--- src/rtl/arl_pkg.sv ---
/*
   arl_pkg: constants, register map and enumerations for the alarm relay logic.
   Assumes a single 10 MHz pclk domain and a 32-bit APB register bus.
*/
package arl_pkg;

   // timebase
   localparam int          ARL_CLK_NS        = 100;
   localparam longint      ARL_ONE_S_NS      = 64'd1000000000;
   localparam int          ARL_TICK_CYCLES   = int'(ARL_ONE_S_NS / ARL_CLK_NS);
   localparam int          ARL_TICK_W        = 24;
   localparam logic [1:0]  ARL_HOLD_TICKS    = 2'h2;   // two tick edges give at least one full second
   localparam logic [1:0]  ARL_CLEAR_LAST    = 2'h2;   // index of the third clear press

   // register byte offsets
   localparam logic [11:0] ARL_OFS_CTRL      = 12'h000;
   localparam logic [11:0] ARL_OFS_HYST      = 12'h004;
   localparam logic [11:0] ARL_OFS_LIMIT     = 12'h008;
   localparam logic [11:0] ARL_OFS_ERRTHR    = 12'h00C;
   localparam logic [11:0] ARL_OFS_STATUS    = 12'h010;

   // control field positions
   localparam int          ARL_CTRL_FUNC_LSB = 0;
   localparam int          ARL_CTRL_HOLD     = 3;
   localparam int          ARL_CTRL_NC       = 4;
   localparam int          ARL_CTRL_EN       = 5;
   localparam int          ARL_CTRL_SHOW     = 6;

   // status field positions
   localparam int          ARL_STAT_HOLD     = 3;
   localparam int          ARL_STAT_NC       = 4;
   localparam int          ARL_STAT_CLOSED   = 5;
   localparam int          ARL_STAT_ACTIVE   = 6;
   localparam int          ARL_STAT_STOPPED  = 7;

   // reset / initialization values
   localparam logic [31:0] ARL_RST_HYST      = 32'h0000_0000;
   localparam logic [31:0] ARL_RST_LIMIT     = 32'h0000_0000;
   localparam logic [7:0]  ARL_RST_ERRTHR    = 8'h05;

   // switching condition, in indication order
   typedef enum logic [2:0] {
      ARL_FUNC_OFF, ARL_FUNC_MAX, ARL_FUNC_MIN, ARL_FUNC_DIR, ARL_FUNC_QUANT, ARL_FUNC_ERROR
   } arl_func_e;

   // alarm output state
   typedef enum logic [1:0] {
      ARL_ST_IDLE, ARL_ST_ACTIVE, ARL_ST_REARM, ARL_ST_STOPPED
   } arl_state_e;

endpackage

--- src/rtl/arl_alarm_relay.sv ---
/*
   arl_alarm_relay: one alarm relay output with limit comparison, hysteresis,
   holding behaviour, contact function, operator actions and APB registers.
   Assumes measurement, totalizer, flow direction and keypad events arrive from
   logic on pclk, one-cycle strobes unless noted as levels.
*/
// Overview of operation
// - hysteresis band sits symmetric about limit, plus and minus half the hysteresis
// - max activates above upper threshold, deactivates only below lower threshold; min the reverse
// - zero hysteresis switches right at the limit; band only for max and min
// - compare against full precision values, never rounded display values
// - initialization restores off, non-latching, normally open, limit zero
// - three clear presses idle the output; still-met condition reactivates after 1 s
// - break key de-energizes output regardless of programmed idle state
// - start of transducer positioning returns output to idle
// - bar graph selected during measurement returns output to idle
// - latched alarm stays idle after positioning if condition no longer met
// - max and min outputs re-evaluated at most once per second
// - non-latching output follows condition, held active at least 1 s
// - totalizer-limit output activates when totalizer reaches the limit
// - error output activates only after several consecutive failed attempts
// - non-latching direction-change output pulses about 1 s per reversal
// - latching direction-change output stays active until three clear presses
// - measurement re-adaptation never switches any alarm output
// - condition off forces contact function to normally open
// - state indication reports condition, holding, contact function, contact state
// - disabling output keeps its stored configuration
// - max condition switches when measured value exceeds the upper limit
// - min condition switches when measured value drops below the lower limit
// - positive limit checks positive totalizer, negative limit checks negative totalizer
`timescale 1ns/1ns
module arl_alarm_relay #(
   parameter int TICK_CYCLES = arl_pkg::ARL_TICK_CYCLES,
   parameter int ERR_W       = 8
) (
   input  wire logic        pclk,
   input  wire logic        presetn,
   input  wire logic        clk_en,
   input  wire logic        psel,
   input  wire logic        penable,
   input  wire logic        pwrite,
   input  wire logic [11:0] paddr,
   input  wire logic [31:0] pwdata,
   output logic      [31:0] prdata,
   output logic             pready,
   output logic             pslverr,
   input  wire logic [31:0] meas_value,
   input  wire logic        meas_valid,
   input  wire logic        meas_fail,
   input  wire logic [31:0] tot_pos,
   input  wire logic [31:0] tot_neg,
   input  wire logic        flow_dir,
   input  wire logic        measuring,
   input  wire logic        readapt,
   input  wire logic        clear_key,
   input  wire logic        break_key,
   input  wire logic        positioning_start,
   input  wire logic        bargraph_select,
   input  wire logic        init_req,
   output logic             relay_coil,
   output logic             contact_closed
);

   logic [arl_pkg::ARL_TICK_W-1:0] tick_cnt_q;
   logic                           tick;
   logic [2:0]                     func_q;
   logic                           hold_q;
   logic                           nc_q;
   logic                           en_q;
   logic                           show_q;
   logic [31:0]                    hyst_q;
   logic [31:0]                    limit_q;
   logic [ERR_W-1:0]               errthr_q;
   logic [31:0]                    val_q;
   logic [ERR_W-1:0]               fail_cnt_q;
   logic                           cond_mm_q;
   logic                           dir_q;
   logic                           run_q;
   logic [1:0]                     clr_cnt_q;
   logic [1:0]                     tmr_q;
   arl_pkg::arl_state_e            st_q;
   arl_pkg::arl_state_e            st_d;
   logic [1:0]                     tmr_d;

   // one-second tick shared by every timer
   assign tick = clk_en && (tick_cnt_q == arl_pkg::ARL_TICK_W'(TICK_CYCLES - 1));

   always_ff @(posedge pclk or negedge presetn) begin
      if (!presetn) begin
         tick_cnt_q <= '0;
      end else if (clk_en) begin
         tick_cnt_q <= tick ? '0 : tick_cnt_q + 1'b1;
      end
   end

   // apb decode; no wait states, frozen while clock enable is low
   wire        acc      = psel && penable && clk_en;
   wire        wr       = acc && pwrite;
   wire        sel_ctrl = (paddr == arl_pkg::ARL_OFS_CTRL);
   wire        sel_hyst = (paddr == arl_pkg::ARL_OFS_HYST);
   wire        sel_lim  = (paddr == arl_pkg::ARL_OFS_LIMIT);
   wire        sel_err  = (paddr == arl_pkg::ARL_OFS_ERRTHR);
   wire        sel_stat = (paddr == arl_pkg::ARL_OFS_STATUS);
   wire        mapped   = sel_ctrl | sel_hyst | sel_lim | sel_err | sel_stat;
   wire [2:0]  wr_func  = pwdata[arl_pkg::ARL_CTRL_FUNC_LSB +: 3];
   wire        func_off = (func_q == arl_pkg::ARL_FUNC_OFF);
   wire        nc_eff   = nc_q && !func_off;
   assign pready  = clk_en;
   assign pslverr = psel && penable && !mapped;

   // configuration registers; disabling keeps the rest of the setup
   always_ff @(posedge pclk or negedge presetn) begin
      if (!presetn) begin
         func_q   <= arl_pkg::ARL_FUNC_OFF;
         hold_q   <= 1'b0;
         nc_q     <= 1'b0;
         en_q     <= 1'b0;
         show_q   <= 1'b0;
         hyst_q   <= arl_pkg::ARL_RST_HYST;
         limit_q  <= arl_pkg::ARL_RST_LIMIT;
         errthr_q <= ERR_W'(arl_pkg::ARL_RST_ERRTHR);
      end else if (clk_en && init_req) begin
         func_q   <= arl_pkg::ARL_FUNC_OFF;
         hold_q   <= 1'b0;
         nc_q     <= 1'b0;
         limit_q  <= arl_pkg::ARL_RST_LIMIT;
      end else if (wr && sel_ctrl) begin
         func_q   <= wr_func;
         hold_q   <= pwdata[arl_pkg::ARL_CTRL_HOLD];
         nc_q     <= pwdata[arl_pkg::ARL_CTRL_NC] && (wr_func != arl_pkg::ARL_FUNC_OFF);
         en_q     <= pwdata[arl_pkg::ARL_CTRL_EN];
         show_q   <= pwdata[arl_pkg::ARL_CTRL_SHOW];
      end else if (wr && sel_hyst) begin
         hyst_q   <= pwdata;
      end else if (wr && sel_lim) begin
         limit_q  <= pwdata;
      end else if (wr && sel_err) begin
         errthr_q <= pwdata[ERR_W-1:0];
      end
   end

   // thresholds in 33 bits so the band never wraps around
   wire signed [32:0] lim_s  = {limit_q[31], limit_q};
   wire signed [32:0] half_s = $signed({hyst_q[31], hyst_q}) >>> 1;      // signed so a negative band keeps its sign
   wire signed [32:0] thr_hi = lim_s + half_s;
   wire signed [32:0] thr_lo = lim_s - half_s;
   wire signed [32:0] val_s  = {val_q[31], val_q};
   wire               above  = val_s > thr_hi;
   wire               below  = val_s < thr_lo;
   wire               is_max = (func_q == arl_pkg::ARL_FUNC_MAX);
   wire               is_min = (func_q == arl_pkg::ARL_FUNC_MIN);
   wire               pos_evt = positioning_start || (bargraph_select && measuring);

   // latest raw sample; the display rounding never reaches this path
   always_ff @(posedge pclk or negedge presetn) begin
      if (!presetn) begin
         val_q <= 32'h0000_0000;
      end else if (clk_en && meas_valid) begin
         val_q <= meas_value;
      end
   end

   // max/min condition with hysteresis memory, paced by the tick against humming
   always_ff @(posedge pclk or negedge presetn) begin
      if (!presetn) begin
         cond_mm_q <= 1'b0;
      end else if (clk_en && (pos_evt || init_req)) begin
         cond_mm_q <= 1'b0;
      end else if (tick && is_max) begin
         cond_mm_q <= above ? 1'b1 : (below ? 1'b0 : cond_mm_q);
      end else if (tick && is_min) begin
         cond_mm_q <= below ? 1'b1 : (above ? 1'b0 : cond_mm_q);
      end
   end

   // consecutive failed attempts; a good result restarts the count
   always_ff @(posedge pclk or negedge presetn) begin
      if (!presetn) begin
         fail_cnt_q <= '0;
      end else if (clk_en && meas_valid) begin
         fail_cnt_q <= '0;
      end else if (clk_en && meas_fail && (fail_cnt_q != '1)) begin
         fail_cnt_q <= fail_cnt_q + 1'b1;
      end
   end

   // totalizer compare picks its totalizer by the sign of the limit
   wire quant_met = limit_q[31] ? ($signed(tot_neg) <= $signed(limit_q))
                                : ($signed(tot_pos) >= $signed(limit_q));
   wire err_met   = (fail_cnt_q >= errthr_q) && (errthr_q != '0);
   wire dir_evt   = run_q && (flow_dir != dir_q);

   // selected switching condition
   wire cond = ((is_max || is_min) && cond_mm_q)
            || ((func_q == arl_pkg::ARL_FUNC_QUANT) && quant_met)
            || ((func_q == arl_pkg::ARL_FUNC_ERROR) && err_met);
   wire is_dir   = (func_q == arl_pkg::ARL_FUNC_DIR);
   wire want_set = en_q && !func_off && (is_dir ? dir_evt : cond);

   // operator edges: run start, direction history, clear-press count
   wire clear3 = clear_key && measuring && (clr_cnt_q == arl_pkg::ARL_CLEAR_LAST);
   always_ff @(posedge pclk or negedge presetn) begin
      if (!presetn) begin
         dir_q     <= 1'b0;
         run_q     <= 1'b0;
         clr_cnt_q <= 2'h0;
      end else if (clk_en) begin
         dir_q     <= flow_dir;
         run_q     <= measuring;
         if (!measuring || clear3) begin
            clr_cnt_q <= 2'h0;
         end else if (clear_key) begin
            clr_cnt_q <= clr_cnt_q + 2'h1;
         end
      end
   end

   // alarm state; break beats init beats positioning beats clear
   always_comb begin
      st_d  = st_q;
      tmr_d = (tick && (tmr_q != 2'h0)) ? tmr_q - 2'h1 : tmr_q;
      if (break_key) begin
         st_d  = arl_pkg::ARL_ST_STOPPED;
         tmr_d = 2'h0;
      end else if (init_req) begin
         st_d  = arl_pkg::ARL_ST_IDLE;
         tmr_d = 2'h0;
      end else if (pos_evt) begin
         st_d  = arl_pkg::ARL_ST_IDLE;
         tmr_d = 2'h0;
      end else if (clear3 && (st_q != arl_pkg::ARL_ST_STOPPED)) begin
         st_d  = arl_pkg::ARL_ST_REARM;
         tmr_d = arl_pkg::ARL_HOLD_TICKS;
      end else if (!readapt) begin
         case (st_q)
            arl_pkg::ARL_ST_IDLE: begin
               if (want_set) begin
                  st_d  = arl_pkg::ARL_ST_ACTIVE;
                  tmr_d = arl_pkg::ARL_HOLD_TICKS;
               end
            end
            arl_pkg::ARL_ST_ACTIVE: begin
               if (!en_q || func_off) begin
                  st_d = arl_pkg::ARL_ST_IDLE;
               end else if (is_dir && !hold_q && dir_evt) begin
                  tmr_d = arl_pkg::ARL_HOLD_TICKS;
               end else if (!hold_q && !(cond && !is_dir) && (tmr_q == 2'h0)) begin
                  st_d = arl_pkg::ARL_ST_IDLE;
               end
            end
            arl_pkg::ARL_ST_REARM: begin
               if (tmr_q == 2'h0) begin
                  st_d = arl_pkg::ARL_ST_IDLE;
               end
            end
            arl_pkg::ARL_ST_STOPPED: begin
               if (measuring && !run_q) begin
                  st_d = arl_pkg::ARL_ST_IDLE;
               end
            end
            default: begin
               st_d = arl_pkg::ARL_ST_IDLE;
            end
         endcase
      end
   end

   // state and relay drive registers
   wire active_d = (st_d == arl_pkg::ARL_ST_ACTIVE);
   always_ff @(posedge pclk or negedge presetn) begin
      if (!presetn) begin
         st_q           <= arl_pkg::ARL_ST_IDLE;
         tmr_q          <= 2'h0;
         relay_coil     <= 1'b0;
         contact_closed <= 1'b0;
      end else if (clk_en) begin
         st_q           <= st_d;
         tmr_q          <= tmr_d;
         relay_coil     <= active_d;
         contact_closed <= active_d ^ nc_eff;
      end
   end

   // readback; status shows only with the indication option on
   wire [31:0] ctrl_rd = {25'h0, show_q, en_q, nc_q, hold_q, func_q};
   wire [31:0] stat_rd = show_q ? {24'h0, (st_q == arl_pkg::ARL_ST_STOPPED), relay_coil,
                                   contact_closed, nc_eff, hold_q, func_q} : 32'h0000_0000;
   wire [31:0] rd_mux  = sel_ctrl ? ctrl_rd :
                         sel_hyst ? hyst_q  :
                         sel_lim  ? limit_q :
                         sel_err  ? {{(32-ERR_W){1'b0}}, errthr_q} :
                         sel_stat ? stat_rd : 32'h0000_0000;

   always_ff @(posedge pclk or negedge presetn) begin
      if (!presetn) begin
         prdata <= 32'h0000_0000;
      end else if (psel && !penable && !pwrite && clk_en) begin
         prdata <= rd_mux;
      end
   end

   // checks on the alarm behaviour
   wire quiet = clk_en && !break_key && !init_req && !pos_evt && !clear3;

   AST_MAX_SET: assert property (@(posedge pclk) disable iff (!presetn)
      (tick && is_max && above && !pos_evt && !init_req) |=> cond_mm_q)
      else $error("max condition not set above upper threshold");
   AST_BAND_KEEP: assert property (@(posedge pclk) disable iff (!presetn)
      (clk_en && is_max && cond_mm_q && !below && !pos_evt && !init_req && !wr) |=> cond_mm_q)
      else $error("max condition dropped inside the band");
   AST_PACE: assert property (@(posedge pclk) disable iff (!presetn)
      (!tick && !(clk_en && (pos_evt || init_req))) |=> $stable(cond_mm_q))
      else $error("max/min condition changed between ticks");
   AST_BREAK: assert property (@(posedge pclk) disable iff (!presetn)
      (clk_en && break_key) |=> (st_q == arl_pkg::ARL_ST_STOPPED) && !relay_coil)
      else $error("break key did not de-energize the output");
   AST_OFF_NO: assert property (@(posedge pclk) disable iff (!presetn)
      func_off |-> !nc_q)
      else $error("normally closed kept with condition off");
   AST_MIN_HOLD: assert property (@(posedge pclk) disable iff (!presetn)
      (quiet && !readapt && en_q && !func_off && (st_q == arl_pkg::ARL_ST_ACTIVE) && (tmr_q != 2'h0))
      |=> (st_q == arl_pkg::ARL_ST_ACTIVE))
      else $error("active output released before its minimum hold");
   AST_CLEAR: assert property (@(posedge pclk) disable iff (!presetn)
      (clk_en && clear3 && !break_key && !init_req && !pos_evt && (st_q != arl_pkg::ARL_ST_STOPPED))
      |=> (st_q == arl_pkg::ARL_ST_REARM) && (tmr_q == arl_pkg::ARL_HOLD_TICKS))
      else $error("third clear press did not idle the output");
   AST_POS: assert property (@(posedge pclk) disable iff (!presetn)
      (clk_en && pos_evt && !break_key) |=> (st_q == arl_pkg::ARL_ST_IDLE) && !cond_mm_q)
      else $error("positioning did not return the output to idle");
   AST_BARGRAPH: assert property (@(posedge pclk) disable iff (!presetn)
      (clk_en && bargraph_select && measuring && !break_key) |=> (st_q == arl_pkg::ARL_ST_IDLE) && !relay_coil)
      else $error("bar graph selection did not return the output to idle");
   AST_QUANT: assert property (@(posedge pclk) disable iff (!presetn)
      (quiet && !readapt && en_q && (func_q == arl_pkg::ARL_FUNC_QUANT) && quant_met
       && (st_q == arl_pkg::ARL_ST_IDLE)) |=> (st_q == arl_pkg::ARL_ST_ACTIVE) && relay_coil)
      else $error("totalizer limit reached without activating the output");
   AST_READAPT: assert property (@(posedge pclk) disable iff (!presetn)
      (quiet && readapt) |=> $stable(st_q))
      else $error("alarm switched during re-adaptation");
   AST_INIT: assert property (@(posedge pclk) disable iff (!presetn)
      (clk_en && init_req) |=> func_off && !hold_q && !nc_q && (limit_q == 32'h0000_0000))
      else $error("initialization did not restore defaults");

endmodule // arl_alarm_relay

--- config.mk ---
export PLATFORM = sky130hd
export DESIGN_NAME = arl_alarm_relay
export DESIGN_NICKNAME = d
export VERILOG_FILES = /design/src/rtl/arl_pkg.sv /design/src/rtl/arl_alarm_relay.sv
export SDC_FILE = /design/constraint.sdc
export NUM_CORES = 1
export LEC_CHECK = 0
export BUFFER_PORTS_ARGS = -buffer_cell sky130_fd_sc_hd__buf_2
export CAP_MARGIN = 20
export CORE_MARGIN = 1.5
export CORE_UTILIZATION = 50
export DETAILED_ROUTE_END_ITERATION = 10
export PLACE_DENSITY = 0.8
export REMOVE_ABC_BUFFERS = 1
export SLEW_MARGIN = 15
export SYNTH_ARGS = -nofsm -noshare
export SYNTH_HDL_FRONTEND = slang
export SYNTH_SLANG_ARGS = --single-unit
--- constraint.sdc ---
create_clock -name pclk -period 11.3 [get_ports pclk]
set_clock_uncertainty 0.2 [all_clocks]
set_input_delay 1.13 -clock pclk [delete_from_list [all_inputs] [get_ports pclk]]
set_output_delay 1.13 -clock pclk [all_outputs]
set_load 0.01 [all_outputs]
==> results of run 1 <==
cells in the final DEF (no fill, tap or decap), types with 29 or more instances in the layout:
cell type and count:
nand3_1 31, o21ai_0 61, buf_2 190, xnor2_1 61, inv_1 124, a22oi_1 29, dfrtp_1 184, nand2_1 128
nor2_1 141, a21oi_1 154, ha_1 205, a21o_1 35, mux2_2 78, nand4_1 37
final cells by class:
class,instances,area [µm²],share of cell area (%)
timing repair buffer,201,1060,6.470
inverter,125,469.2,2.864
tap,384,480.5,2.933
sequential,186,4657,28.43
clock inverter,15,181.4,1.108
antenna,1,2.502,0.01528
clock buffer,17,425.4,2.597
multi-input combinational,1244,9105,55.58
per-layer routing:
metal / wire length, µm / part of all wire, % / track usage, % / vias up
li1: - / - / - / 6099
met1: 17370 / 42 / 36.17 / 6151
met2: 19170 / 47 / 45.65 / 528
met3: 2879 / 7.0 / 4.595 / 104
met4: 1744 / 4.2 / 12.83 / 0
met5: 0 / 0 / 0 / -
state kept, by name, indices dropped and copies added, names as in the netlist, 2 cells and up:
name,count
hyst_q,32
errthr_q,8
st_q,2
limit_q,32
clr_cnt_q,2
prdata,32
val_q,32
tmr_q,2
tick_cnt_q,24
func_q,3
fail_cnt_q,8
worst max path at each step:
stage	start	endpoint	slack, ns	depth (start not counted)
after floorplan	paddr[10]	limit_q[0]	5.64	6
after global placement	limit_q[0]	cond_mm_q	5.90	19
after detailed placement	limit_q[0]	cond_mm_q	5.77	19
after CTS	limit_q[0]	cond_mm_q	5.74	19
after global routing	limit_q[0]	cond_mm_q	5.26	19
final	limit_q[0]	cond_mm_q	5.74	19
metrics by stage:
| step | total power [W] | area, µm² | util [%] | std cells | hold slack [ns] |
|---|---|---|---|---|---|
| 2_1_floorplan | 0.0009558 | 14200 | - | 1555 | 0.2377 |
| 3_3_place_gp | 0.001084 | 15740 | 55.15 | 2139 | 0.2531 |
| 3_5_place_dp | 0.001099 | 15740 | 55.15 | 2139 | 0.2577 |
| 4_1_cts | 0.001726 | 16350 | 57.28 | 2171 | 0.2744 |
| 5_1_grt | 0.001803 | 16380 | 57.38 | 2173 | 0.2962 |
| 6_report | 0.001717 | 16380 | 57.38 | 2173 | 0.2747 |
kinds of logic after synthesis:
logic type	count (synthesis)	synth area share, %
simple gates	452	14.67
flops	186	32.27
xor+xnor	81	4.915
fa+ha+maj	207	18.05
mux	87	6.710
compound gates	417	18.53
buf+inv	183	4.864
critical path: cells and delay by family (launching register included):
kind	cells	cell delay (ns)
AO/OA/AOI/OAI	11	2.66
flip-flops	1	0.45
AND/OR/NAND/NOR	5	1.16
adder cells (fa/ha/maj)	3	0.96
report_power, final:
part	switching (W)	internal [W]
Combinational	0.000168	0.000147
Sequential	0.0000547	0.000719
Clock	0.000309	0.000319
Total	0.000532	0.00119
==> qor.txt, run 1 <==
Worst VDD drop -> 0.09752 mV
hpwl dp -> 32.11 mm
worst r2r dst -> cond_mm_q
synthesized instance count -> 1613
pre-CTS setup slack -> 5.768 ns
Worst path max stage delay -> 0.59 ns
CTS Buffer Depth -> 2
worst endpoint data arrival time -> 5.70 ns
final RePlAce weighted congestion -> 0.9455
Layout area overhead -> 13.50%
CTS tree -> done
Die Area -> 29890 µm²
CP endpoint kind -> register
Hold EP -> tmr_q[1]
Hold Path Stages -> 2
Fin. Hold Viols -> 0
CP Launch Type -> register
setup TNS -> 0 ns
Seq cells post-synth -> 186
1st-iter DRT viols -> 999
drt pass-1 iters -> 6
Async S/R FF share, synth -> 100.0%
first-pass GRT wire length -> 66.23 mm
CP Max Fanout -> 5
worst-path cell chain -> ha_1, fa_1, nand2b_1, a21oi_1, o21ai_0, nand3b_1, a2111oi_2, o31a_1, nand3_1, a211o_1, a311o_1, a221o_1, ha_1, or4b_2, a211oi_1, a21oi_1, a32oi_1, or2_2, a21oi_1
DR WL/cell -> 18.94 µm
post-CTS sizing -> 0
Setup Buffers After CTS -> 0
fill count -> 2592
Synth top cells by count -> ha_1, dfrtp_1, a21oi_1
initial antenna violation count -> 1
Hold WC Path Type -> reg2reg
row cnt -> 62
top cell type's share of synthesized area -> 31.90%
Overall Global Routing Usage -> 27.86%
Num CTS Buffers -> 17
Final Max Slew Viols -> 0
Core Box Area -> 28550 µm²
RSZ-0062 raised after global routing -> false
Initial Util -> 50.56%
Most used DFF post-synth -> dfrtp_1
Worst R2R Setup Slack -> 5.74 ns
Routed Antenna Nets -> 0
Root Buffer -> clkbuf_16
Fmax -> 179.7 MHz
syn_area_per_cell -> 8.948 µm²
count leader, synth -> ha_1
vias in the first global route -> 12930
yosys warns -> 0
Worst-Margin Slew -> 1.074 ns
H-tree depth -> 4
Sink Count -> 186
synth top area cells -> dfrtp_1, ha_1, mux2_2, a21oi_1, xnor2_1
DRC -> 0
Post-layout nets -> 2138
CP Data Required Time -> 11.44 ns
biggest area consumer among synthesized cells -> dfrtp_1
worst rel slew slack -> 26.56%
final number of setup-violating endpoints -> 0
final setup margin -> 5.736 ns
hold_sp -> tmr_q[1]
vias per cell -> 5.928
routed via count -> 12880
status -> finished, final reports clean
count of different cell masters after synthesis -> 71
drt total wl -> 41.16 mm
EDFF count, synth -> 0
reg2reg path depth -> 19
Netlist Area Pre-Place -> 14430 µm²
Tmin final -> 5.564 ns
IO Count -> 192
Worst-path clk slew -> 0.08 ns
register area share after synthesis -> 32.27%
chip width -> 172.9 µm
share of layout cells above drive strength 1 -> 18.85%
Max Cap Viol -> 0
PwrDens -> 104.8 nW/µm²
kind of critical path -> reg2reg
CTS Hold Bufs -> 0
reg2reg start -> limit_q[0]
grt ovf -> 0
DIE HEIGHT -> 172.9 µm
Skew-Pair Late Insertion Delay -> 0.46 ns
period utilization -> 49.24%
Lkg Pwr -> 7.499 nW
most frequent CP cell -> a21oi_1
port bufs -> 191
Crit-path slowest cell -> or4b_2
pin count of the biggest net entering global routing -> 111
Power figures use the tool's default switching activity.
==> inputs of run 2 (changes only) <==
ABC_AREA = 1   (was default)
PLACE_DENSITY = 0.82   (was 0.8)
clock period = 4.6 ns   (was 11.3 ns; I/O delays follow)
==> run 2 against run 1 <==
Area after synthesis up 6.4%. Highest routed layer unchanged. Sequential cell count did not move. Critical path type unchanged. Cell area rose by 7.9%.
==> qor.txt, run 2 <==
register area share after synthesis -> 30.31% (-2.0 points)
Hold WC Path Type -> in2reg
Crit-path slowest cell -> dfrtp_1
Worst-Margin Slew -> 0.9008 ns (-0.1730 ns)
leading cell type in the layout, fill and taps excluded -> nand2_1
Tot Pwr -> 0.005342 W (+210%)
hpwl dp -> 39.31 mm (+22%)
NetSw -> 0.002073 W (+290%)
switching part of the total -> 38.81% (+7.8 points)
Post-layout nets -> 2620 (+23%)
Final Max Slew Viols -> 0 (unchanged)
Root Buffer -> clkbuf_16
Layout area overhead -> 15.01%
share of layout cells above drive strength 1 -> 16.04% (-2.8 points)
Lkg Pwr -> 9.042 nW (+21%)
vias in the first global route -> 14710 (+14%)
count of different cell masters after synthesis -> 61 (-14%)
count leader, synth -> nand2_1
Routed Antenna Nets -> 0 (unchanged)
CTS tree -> done
Synth top cells by count -> nand2_1, inv_1, ha_1
Worst path max stage delay -> 0.42 ns (-0.17 ns)
fin cells -> 2660 (+22%)
H-tree depth -> 4 (unchanged)
DRC -> 0 (unchanged)
Initial Util -> 51.29% (+0.73 points)
Skew-Pair Late Insertion Delay -> 0.45 ns (about the same)
Num CTS Buffers -> 17 (unchanged)
drt total wl -> 49.02 mm (+19%)
sequential share of power -> 35.2% (-9.9 points)
Sink Count -> 186 (unchanged)
row cnt -> 63 (+1.6%)
most frequent cells in the layout -> nand2_1, inv_1, ha_1, buf_2, dfrtp_1
kind of critical path -> reg2reg
Seq cells post-synth -> 186 (unchanged)
CP Launch Type -> register
grt ovf -> 0 (unchanged)
routed via count -> 15220 (+18%)
1st-iter DRT viols -> 1315 (+32%)
Die Area -> 31790 µm² (+6.3%)
drt pass-1 iters -> 5 (-1)
CP Data Required Time -> 4.74 ns (-6.70 ns)
synthesized instance count -> 2060 (+28%)
placed insts -> 2608 (+22%)
EDFF count, synth -> 0 (unchanged)
worst rel slew slack -> 39.57% (+13 points)
worst endpoint data arrival time -> 4.52 ns (-1.18 ns)
Fin. Hold Viols -> 0 (unchanged)
most frequent CP cell -> nand2_1
PwrDens -> 302.4 nW/µm² (+190%)
Internal -> 0.003269 W (+180%)
final RePlAce weighted congestion -> 0.9834 (+4.0%)
Worst VDD drop -> 0.2691 mV (+180%)
initial antenna violation count -> 0 (-1)
CP Max Fanout -> 4 (-1)
Finished Core Util -> 58.99% (+1.6 points)
chip width -> 178.3 µm (+3.1%)
Clk pwr share -> 28.0% (-8.6 points)
Worst-path clk slew -> 0.07 ns (about the same)
ANT cells -> 0 (-1)
Worst R2R Setup Slack -> 0.21 ns (-5.52 ns)
pin count of the biggest net entering global routing -> 96 (-14%)
first-pass GRT wire length -> 76.96 mm (+16%)
status -> finished, final reports clean
Tmin final -> 4.386 ns (-1.178 ns)
CTS Buffer Depth -> 2 (unchanged)
yosys warns -> 0 (unchanged)
Overall Global Routing Usage -> 31.20% (+3.3 points)
final number of setup-violating endpoints -> 0 (unchanged)
Most used DFF post-synth -> dfrtp_1
Netlist Area Pre-Place -> 15360 µm² (+6.4%)
biggest area consumer among synthesized cells -> dfrtp_1
IO Count -> 192 (unchanged)
synth top area cells -> dfrtp_1, ha_1, nand2_1, inv_1, a21oi_1
port bufs -> 191 (unchanged)
Fmax -> 228.0 MHz (+27%)
Core Box Area -> 29950 µm² (+4.9%)
syn_area_per_cell -> 7.457 µm² (-17%)
DIE HEIGHT -> 178.3 µm (+3.1%)
DR WL/cell -> 18.43 µm (-2.7%)
top cell type's share of synthesized area -> 29.97% (-1.9 points)
period utilization -> 95.35% (+46 points)
Async S/R FF share, synth -> 100.0% (unchanged)
CP endpoint kind -> register
vias per cell -> 5.723 (-3.5%)
Max Cap Viol -> 0 (unchanged)
setup TNS -> 0 ns (unchanged)
Logic pwr share -> 36.8% (+18 points)
[run 2: cell type report]
type / count / area (µm²)
fill: 2768 / 12290
multi-input combinational: 1527 / 9515
sequential: 186 / 4659
timing repair buffer: 237 / 1345
inverter: 288 / 1084
tap: 390 / 488.0
clock buffer: 19 / 442.9
clock inverter: 13 / 133.9
[run 2: power by group through the flow]
stage	Combinational [W]	Sequential (W)	Clock, W
finish	0.00197	0.00188	0.00150
global route	0.00220	0.00189	0.00157
CTS	0.00185	0.00188	0.00151
detailed placement	0.00183	0.00190	0
global placement	0.00177	0.00190	0
floorplan	0.00121	0.00187	0
[run 2: repair_timing]
item,CTS,global route
endpoints found under the setup margin,1,1
buffers inserted,0,14
hold buffers,5,0
gates resized for setup,1,53
endpoints found under the hold margin,97,0
pin swaps,0,28
[run 2: logic make-up after synthesis]
kind of cell,after synthesis,synth area share (%)
AO/OA/AOI/OAI,437,16.23
multiplexers,16,1.173
adder cells (fa/ha/maj),207,16.96
XOR/XNOR,66,3.763
flip-flops,186,30.31
buffers and inverters,347,8.853
AND/OR/NAND/NOR,801,22.71
[run 2: critical path, delay by kind of cell (launching register included)]
family	cells	cell delay, ns
XOR/XNOR	1	0.20
flip-flops	1	0.42
AND/OR/NAND/NOR	17	1.38
adder cells (fa/ha/maj)	3	0.90
AO/OA/AOI/OAI	8	1.17
[run 2: worst paths after layout]
kind	end	from	cells past startpoint
max in group asynchronous	val_q[31]	presetn	3
hold reg to reg	prdata[15]	prdata[15]	2
hold / removal	val_q[14]	meas_value[14]	3
min in group asynchronous	prdata[14]	presetn	2
setup reg to reg	cond_mm_q	hyst_q[1]	29
setup / recovery	cond_mm_q	hyst_q[1]	29
[run 2: routing by layer]
metal / share of wire [%] / up-vias / wire length [µm] / GRT usage [%]
met4: 3.1 / 0 / 1522 / 11.39
met5: 0 / - / 0 / 0
met3: 8.3 / 89 / 4047 / 6.863
met1: 46 / 7219 / 22470 / 44.07
met2: 43 / 624 / 20980 / 46.64
li1: - / 7292 / - / -
[run 2: metrics by stage]
stage               hold WS (ns)  cell area, µm²  setup slack (ns)
global placement          0.2599           16740           0.08385
detailed placement        0.2653           16740          -0.03803
finish                  0.008462           17670            0.2140
floorplan               -0.03559           15090            0.7290
CTS                    0.0009274           17370          0.009337
global route            0.009151           17670          -0.04153
